## src/verilog/ang_defs.svh

```systemverilog
`ifndef ANG_DEFS_SVH
`define ANG_DEFS_SVH

// register offsets on the management port
`define ANG_OFF_ADV      5'h04
`define ANG_OFF_LPA      5'h05
`define ANG_OFF_EXP      5'h06
`define ANG_OFF_NPTX     5'h07
`define ANG_OFF_LPNP     5'h08
`define ANG_OFF_RXERR    5'h15
`define ANG_OFF_ICS      5'h1B

// advertisement register
`define ANG_ADV_RST      16'h0021
`define ANG_ADV_WMASK    16'hA5FF
`define ANG_ADV_PAUSE    10
`define ANG_ADV_T4       9
`define ANG_ADV_TXFD     8
`define ANG_ADV_TX       7
`define ANG_ADV_10FD     6
`define ANG_ADV_10       5

// link partner base page
`define ANG_LPA_RST      16'h0001
`define ANG_LPA_MASK     16'hEFFF
`define ANG_LPA_ACK      16'h4000
`define ANG_LPA_NP       15

// outgoing next page
`define ANG_NPTX_RST     16'h2001
`define ANG_NPTX_WMASK   16'hB7FF
`define ANG_NPTX_TOG     11

// link partner next page
`define ANG_LPNP_RST     16'h0000

// expansion register
`define ANG_EXP_PD       4
`define ANG_EXP_LPNP     3
`define ANG_EXP_NPABLE   2
`define ANG_EXP_PR       1
`define ANG_EXP_LPAN     0

// receive error counter
`define ANG_RXERR_RST    16'h0000
`define ANG_RXERR_MAX    16'hFFFF

// interrupt control/status
`define ANG_ICS_JAB_EN   15

`endif

```

## src/verilog/ang_pkg.sv

```systemverilog
`default_nettype none
package ang_pkg;

    typedef struct packed {
        logic        rd;
        logic        wr;
        logic [4:0]  addr;
        logic [15:0] wdata;
    } ang_mreq_t;

    typedef struct packed {
        logic        base_vld;
        logic        np_vld;
        logic [15:0] word;
        logic        page_rcvd;
        logic        pd_fault;
        logic        an_able;
        logic        tx_toggle;
        logic        rx_er;
    } ang_link_t;

endpackage
`default_nettype wire

```

## src/verilog/ang_regs.sv

```systemverilog
`include "ang_defs.svh"
`default_nettype none

// Functional notes
// - writable pause advertisement bit, resets to zero.
// - 100TX full-duplex advertisement resets to speed strap AND duplex strap.
// - 100TX advertisement resets to speed strap; T4 advertisement reads zero.
// - 10BASE-T advertisement bit is writable and resets to one.
// - 10BASE-T full-duplex advertisement resets to the duplex strap.
// - selector fields reset to 00001; advertised writable, partner read-only.
// - partner ability read-only, resets to 0001; acknowledge set on code word.
// - partner remote fault, next page and technology abilities reported read-only.
// - partner pause ability reported as a read-only two-bit field.
// - parallel detection fault flag latches high, resets to zero.
// - partner autoneg-able bit read-only, follows link input unregistered; partner next-page-able bit read-only, resets zero.
// - local next-page-able bit always reads one.
// - page received flag latches high on each new partner page.
// - software writes next-page-follows bit; resets to zero.
// - writable message page type bit, resets to one.
// - writable second acknowledge bit, resets to zero.
// - outgoing toggle bit read-only, mirrors previous transmitted toggle.
// - writable 11-bit outgoing message field, resets to one.
// - partner next page captured into read-only fields, reset zero.
// - partner next page toggle reported read-only as received.
// - 16-bit read-only receive error counter, resets to zero.
// - writable jabber interrupt enable, resets to zero.
module ang_regs
(
    input  wire logic              sys_clk,
    input  wire logic              rstn,
    input  wire logic              speed_strap,
    input  wire logic              duplex_strap,
    input  wire ang_pkg::ang_mreq_t mreq,
    input  wire ang_pkg::ang_link_t link_in,
    output logic [15:0]            mgmt_rdata_r,
    output logic                   mgmt_rvalid_r,
    output logic [15:0]            adv_word_r,
    output logic [15:0]            np_tx_word_r,
    output logic                   jabber_irq_en_r
);

    function automatic logic hit(input logic [4:0] a, input logic [4:0] off);
        hit = (a == off);
    endfunction

    logic        strap_done_r;
    logic [15:0] lp_ability_r;
    logic [15:0] lp_np_r;
    logic [15:0] rx_err_cnt_r;
    logic        pd_fault_r;
    logic        page_rcvd_r;
    logic        tx_toggle_r;
    logic [15:0] exp_word;
    logic [15:0] rdata_nxt;
    logic        wr_adv;
    logic        wr_nptx;
    logic        wr_ics;
    logic        rd_exp;

    assign wr_adv  = mreq.wr && hit(mreq.addr, `ANG_OFF_ADV);
    assign wr_nptx = mreq.wr && hit(mreq.addr, `ANG_OFF_NPTX);
    assign wr_ics  = mreq.wr && hit(mreq.addr, `ANG_OFF_ICS);
    assign rd_exp  = mreq.rd && hit(mreq.addr, `ANG_OFF_EXP);

    // straps are sampled on the first edge after reset release, never under reset
    always_ff @(posedge sys_clk or negedge rstn)
    begin
        if (!rstn)
            strap_done_r <= 1'b0;
        else
            strap_done_r <= 1'b1;
    end

    always_ff @(posedge sys_clk or negedge rstn)
    begin
        if (!rstn)
            adv_word_r <= `ANG_ADV_RST;
        else if (!strap_done_r)
        begin
            adv_word_r[`ANG_ADV_TXFD] <= speed_strap & duplex_strap;
            adv_word_r[`ANG_ADV_TX]   <= speed_strap;
            adv_word_r[`ANG_ADV_10FD] <= duplex_strap;
        end
        else if (wr_adv)
            // reserved and T4 bits stay zero through the mask
            adv_word_r <= mreq.wdata & `ANG_ADV_WMASK;
    end

    always_ff @(posedge sys_clk or negedge rstn)
    begin
        if (!rstn)
            np_tx_word_r <= `ANG_NPTX_RST;
        else if (wr_nptx)
            np_tx_word_r <= mreq.wdata & `ANG_NPTX_WMASK;
    end

    always_ff @(posedge sys_clk or negedge rstn)
    begin
        if (!rstn)
            tx_toggle_r <= 1'b0;
        else
            tx_toggle_r <= link_in.tx_toggle;
    end

    always_ff @(posedge sys_clk or negedge rstn)
    begin
        if (!rstn)
            jabber_irq_en_r <= 1'b0;
        else if (wr_ics)
            jabber_irq_en_r <= mreq.wdata[`ANG_ICS_JAB_EN];
    end

    always_ff @(posedge sys_clk or negedge rstn)
    begin
        if (!rstn)
            lp_ability_r <= `ANG_LPA_RST;
        else if (link_in.base_vld)
            // acknowledge forced high: a word arrived
            lp_ability_r <= (link_in.word & `ANG_LPA_MASK) | `ANG_LPA_ACK;
    end

    always_ff @(posedge sys_clk or negedge rstn)
    begin
        if (!rstn)
            lp_np_r <= `ANG_LPNP_RST;
        else if (link_in.np_vld)
            lp_np_r <= link_in.word;
    end

    // event wins over the clearing read so nothing is lost
    always_ff @(posedge sys_clk or negedge rstn)
    begin
        if (!rstn)
            pd_fault_r <= 1'b0;
        else
            pd_fault_r <= link_in.pd_fault | (pd_fault_r & ~rd_exp);
    end

    always_ff @(posedge sys_clk or negedge rstn)
    begin
        if (!rstn)
            page_rcvd_r <= 1'b0;
        else
            page_rcvd_r <= link_in.page_rcvd | (page_rcvd_r & ~rd_exp);
    end

    // saturates rather than wraps so a busy link never reads as clean
    always_ff @(posedge sys_clk or negedge rstn)
    begin
        if (!rstn)
            rx_err_cnt_r <= `ANG_RXERR_RST;
        else if (link_in.rx_er && rx_err_cnt_r != `ANG_RXERR_MAX)
            rx_err_cnt_r <= rx_err_cnt_r + 16'h0001;
    end

    always_comb
    begin
        exp_word                  = 16'h0000;
        exp_word[`ANG_EXP_PD]     = pd_fault_r;
        exp_word[`ANG_EXP_LPNP]   = lp_ability_r[`ANG_LPA_NP];
        exp_word[`ANG_EXP_NPABLE] = 1'b1;
        exp_word[`ANG_EXP_PR]     = page_rcvd_r;
        exp_word[`ANG_EXP_LPAN]   = link_in.an_able;
    end

    always_comb
    begin
        rdata_nxt = 16'h0000;
        unique case (1'b1)
            hit(mreq.addr, `ANG_OFF_ADV):   rdata_nxt = adv_word_r;
            hit(mreq.addr, `ANG_OFF_LPA):   rdata_nxt = lp_ability_r;
            hit(mreq.addr, `ANG_OFF_EXP):   rdata_nxt = exp_word;
            hit(mreq.addr, `ANG_OFF_NPTX):
            begin
                rdata_nxt = np_tx_word_r;
                rdata_nxt[`ANG_NPTX_TOG] = tx_toggle_r;
            end
            hit(mreq.addr, `ANG_OFF_LPNP):  rdata_nxt = lp_np_r;
            hit(mreq.addr, `ANG_OFF_RXERR): rdata_nxt = rx_err_cnt_r;
            hit(mreq.addr, `ANG_OFF_ICS):   rdata_nxt[`ANG_ICS_JAB_EN] = jabber_irq_en_r;
            default:                        rdata_nxt = 16'h0000;
        endcase
    end

    always_ff @(posedge sys_clk or negedge rstn)
    begin
        if (!rstn)
        begin
            mgmt_rdata_r  <= 16'h0000;
            mgmt_rvalid_r <= 1'b0;
        end
        else
        begin
            mgmt_rvalid_r <= mreq.rd;
            mgmt_rdata_r  <= mreq.rd ? rdata_nxt : mgmt_rdata_r;
        end
    end
endmodule // ang_regs
`default_nettype wire

```

## config.mk

```make
export PLATFORM = sky130hd
export DESIGN_NAME = ang_regs
export DESIGN_NICKNAME = d
export VERILOG_FILES = /design/src/verilog/ang_pkg.sv /design/src/verilog/ang_regs.sv
export VERILOG_INCLUDE_DIRS = /design/src /design/src/verilog
export SDC_FILE = /design/constraint.sdc
export NUM_CORES = 1
export LEC_CHECK = 0
export ABC_AREA = 0
export BUFFER_PORTS_ARGS = -buffer_cell sky130_fd_sc_hd__buf_2
export CAP_MARGIN = 10
export CORE_ASPECT_RATIO = 1.1
export CORE_UTILIZATION = 55
export CTS_CLUSTER_DIAMETER = 120
export DETAILED_ROUTE_END_ITERATION = 10
export PLACE_DENSITY = 0.84
export SETUP_SLACK_MARGIN = 0.05
export SYNTH_ARGS = -nofsm -noshare
export SYNTH_HDL_FRONTEND = slang
export SYNTH_SLANG_ARGS = --single-unit
```

## constraint.sdc

```tcl
create_clock -name sys_clk -period 4 [get_ports sys_clk]
set_input_delay 0.4 -clock sys_clk [delete_from_list [all_inputs] [get_ports sys_clk]]
set_output_delay 0.4 -clock sys_clk [all_outputs]
set_load 0.02 [all_outputs]
```

* Word level (Yosys, flattened, before mapping)
Index checks and enable logic that the tools add are counted.
** Operators by class
- Add/sub/neg operators :: 1
- Equal/unequal tests :: 9
- Mux-type cells :: 4
- Bitwise operators :: 6
- Reduce and logical (&&, ||, !) cells :: 6
** Operators by type and width (number)
- 15-bit case mux with 6 select lines :: 1
- 5-bit by 3-bit equality test with 1-bit output (second input constant) :: 4
- 16-bit by 1-bit adder with 16-bit output (second input constant) :: 1
- 16-bit inequality test (second input constant) :: 1
- 5-bit equality test (second input constant) :: 2
- 9-bit 2-to-1 mux :: 1
- 1-bit case mux with 6 select lines :: 1
- 5-bit by 4-bit equality test with 1-bit output (second input constant) :: 1
- 1-bit logical AND :: 5
- 1-bit AND :: 3
- 3-bit 2-to-1 mux :: 1
- 2-bit by 1-bit inequality test with 1-bit output (second input constant) :: 1
- 1-bit bitwise OR :: 2
- 2-bit AND reduction :: 1
- 1-bit NOT :: 1
** Storage, ports and cells
- Register bits :: 95
- Bits of input ports :: 50
- Output and inout port bits :: 50
- Logic and storage cells :: 39

* Longest topological paths before layout
- Word-level depth :: 5
- Mapped depth :: 6
- Depth with buffers taken out :: 5

* Worst setup path before layout
Ideal clock, no wire load.
- Path type :: input -> register
- Start :: input port mreq[16] (netlist name)
- End :: register mgmt_rdata_r[10]
- Arrival time :: 1494 ps
- Required time :: 3851 ps
- Slack :: 2356 ps
- Stages :: 6
- Cells stage by stage :: buf_2 -> buf_2 -> nand3b_1 -> a21oi_1 -> o21ai_1 -> o22ai_1
** On the way
- Word-level cells in the longest chain between the ends :: 2
- Elaborated cells between the ends (all ways) :: 7
- Those cells by class :: eq/ne: 6; mux: 1
** Ends and longest elaborated chain
- from (decl) :: line ang_regs.sv:33 : input wire ang_pkg::ang_mreq_t mreq,
- 5-bit equality test (tied with other cells) :: line ang_regs.sv:43 : hit = (a == off);
- 15-bit case mux with 6 select lines (*) :: line ang_regs.sv:169 : unique case (1'b1)
- to (signal assigned) :: line ang_regs.sv:195 : mgmt_rdata_r <= mreq.rd ? rdata_nxt : mgmt_rdata_r;
- to (decl) :: line ang_regs.sv:35 : output logic [15:0] mgmt_rdata_r,
Mark *: on every way between the ends. The rest lies on a longest branch, timed or not.
A chain may end at the register's enable or synchronous reset.

* Worst setup path after layout
- Start :: input port mreq[20] (netlist name)
- End :: register adv_word_r[10]
** On the way
- Word-level cells in the longest chain between the ends :: 3
** Ends and longest elaborated chain
- 5-bit by 3-bit equality test with 1-bit output :: line ang_regs.sv:43
- 1-bit logical AND :: line ang_regs.sv:60 : assign wr_adv = mreq.wr && hit(mreq.addr, `ANG_OFF_ADV);
- 2-bit AND reduction (no source line)
- to (signal assigned) :: line ang_regs.sv:77 : adv_word_r <= `ANG_ADV_RST;
- to (signal, indexed assignment) :: line ang_regs.sv:80 : adv_word_r[`ANG_ADV_TXFD] <= speed_strap & duplex_strap;
- to (signal, indexed assignment) :: line ang_regs.sv:81 : adv_word_r[`ANG_ADV_TX] <= speed_strap;
- to (decl) :: line ang_regs.sv:37 : output logic [15:0] adv_word_r,
Every way passes these cells.

==> results.toml <==
[global_route]
grt_pass1_wl_mm = 18.22
antenna_found_initial = 0
grt_pass1_vias = 3579
grt_usage_pct = 28.43
overflow = 0
grt_max_degree = 63

[synthesis]
synth-async-reset-ratio_pct = 100.0
synth-xor-area-share_pct = 2.533
synth_adder_area_share_pct = 0.2784
synth.distinct_cells = 53
synth.largest_area_cell = "dfrtp_1"
synth_area_leaders = "dfrtp_1, mux2_2, mux2_4"
ys_top_cells_by_count = "dfrtp_1, mux2_2, nor2_1"
ys_ff_latch = 95
synth.top_cell.area_share_pct = 50.11
syn_area_per_cell_um2 = 12.21
ys_seq_area_share_pct = 53.03
muxShareOfSynthArea_pct = 18.74
syn_inst = 368
synth.most_common_cell = "dfrtp_1"
syn_area_um2 = 4494
synth_compound_area_share_pct = 9.104
ys_warn_count = 0
synth-simple-area-share_pct = 12.42
synth_edf_count = 0
synthFlopType = "dfrtp_1"
synth_top_family_by_area = "multiplexers"

[clocking]
cts-hold-fix-buffers = 0
cts_max_level = 3
post_cts_resize_count = 0
clock_latency_ps = 360
cts-root-buf = "clkbuf_8"
post_cts_buffers = 0
cts_buffers = 9
cts_sinks = 95
clk_pin_slew_ps = 90
cts_tree = "done"
clockBufferDepth = 2

[place]
dp_hpwl_mm = 7.583
io_buffers = 91
place_congestion = 0.8483
dp_cells = 550

[worst_setup_path]
cp_max_fo = 23
endpoint_kind = "register"
slowest_stage = "nand4_1"
arrival_ps = 2340
worstSetupStartpointType = "input pin"
critical_path.n_buffers_inverters = 2
rr_worst_depth = 5
max_stage_delay_ps = 520
cp.depth = 5
required_ps = 4250
cp_cell_sequence = "buf_2 > nor3b_2 > buf_4 > nand4_1 > mux2_2"
crit_type = "input pin to register"
cp_top_family = "simple AND/OR/NAND/NOR gates"

[route]
drc = 0
drt-initial-drc-count = 371
vias = 3455
firstDrtPassIters = 6
vias_per_cell = 6.104
wl_mm = 11.16
avgRoutedWirePerCell_um = 19.72
ant_nets = 0

[die]
die_h_um = 96.81
io_pins = 100
die_x_um = 88.19
core_area_um2 = 7913
start_util_pct = 56.80
fp.dieArea_um2 = 8538
rows = 34

[sta]
drv_slew = 0
final.setup.tns_ps = 0
max_freq_mhz = 478.3
skew_ps = 10.57
holdWs_ps = 92.47
final-hold-violation-count = 0
setup_viol = 0
finalCriticalPeriod_ps = 2091
worst_pin_slew_ps = 921.8
slew_headroom_pct = 38.14
rsz0062_at_grt = "false"
post-route-period-util_pct = 52.26

[layout]
diodes = 0
final_cells = 566
final_util_pct = 66.16
final_net_count = 504
syn2layout_area_growth_pct = 16.48
drive_gt1_share_pct = 39.96

[hold_path]
hp-class = "input pin to async pin"

[power]
vdd_drop_max_v = 0.0003587
powerDensity_nw_per_um2 = 449.9
p_leak_uw = 0.002474
fin_total_pwr_uw = 2355

[job]
maxCapViolCount = 0

[outcome]
status = "finished, final reports clean"
## cells by family (layout without fill, tap and decap cells)
| group | count (synthesis) | after routing |
|---|---|---|
| AO/OA/AOI/OAI | 57 | 57 |
| flip-flops | 95 | 95 |
| XOR/XNOR | 13 | 13 |
| other | 2 | 7 |
| multiplexers | 73 | 73 |
| AND/OR/NAND/NOR | 92 | 92 |
| adder cells (fa/ha/maj) | 1 | 1 |
| buffers and inverters | 35 | 120 |
## placed cells by master, fill, tap and decap left out, types with 6 or more instances in the layout
cell type / count
xor2_1: 11
nand3_1: 6
dfrtp_1: 90
buf_2: 90
nand2_1: 11
o22ai_1: 9
mux2_4: 9
a221oi_1: 9
nand3b_1: 12
nor2_1: 20
a21oi_1: 13
nand4_1: 10
mux2i_1: 11
conb_1: 7
clkbuf_8: 11
a22o_1: 10
inv_1: 9
mux2_2: 52
## where the power goes
group | internal, uW | switching (uW)
logic | 199 | 230
clock network | 389 | 338
registers | 1080 | 116
## worst paths after layout
path                                       from               to  slack [ps]
worst min-delay path                       rstn  np_tx_word_r[3]          90
worst max register to register  rx_err_cnt_r[0]  rx_err_cnt_r[1]        2040
max in group asynchronous                  rstn  lp_ability_r[0]        2950
worst max-delay path                   mreq[20]   adv_word_r[10]        1910
min in group sys_clk                 link_in[1]      tx_toggle_r         140
worst min register to register       pd_fault_r       pd_fault_r         490
## through the flow
stage                     setup slack (ps)  cell area, um2
after floorplan                       2356            4513
after global placement                1599            5002
after detailed placement              1498            5002
after CTS                             1884            5235
after global routing                  1821            5235
final                                 1909            5235
## state kept, by name (all words and copies together) (netlist names)
register	count
adv_word_r	12
jabber_irq_en_r	1
lp_ability_r	15
lp_np_r	16
mgmt_rdata_r	16
mgmt_rvalid_r	1
np_tx_word_r	14
page_rcvd_r	1
pd_fault_r	1
rx_err_cnt_r	16
strap_done_r	1
tx_toggle_r	1
## per-layer routing
metal	vias up	share of wire (%)	wire length [um]	GRT usage (%)
met5	-	0	0	0
met4	0	3.7	418	12.41
met3	41	6.2	694	6.997
met2	153	51	5669	45.21
met1	1746	39	4379	36.62
li1	1515	-	-	-
## cell type report
type | count | area [um2]
multi-input cells | 243 | 1962
fillers | 614 | 2678
inverters | 9 | 33.78
clock inverters | 4 | 77.57
clock buffers | 12 | 155.1
well taps | 108 | 135.1
repair buffers | 95 | 488.0
flip-flops and latches | 95 | 2384
(Power assumes the default switching activity.)
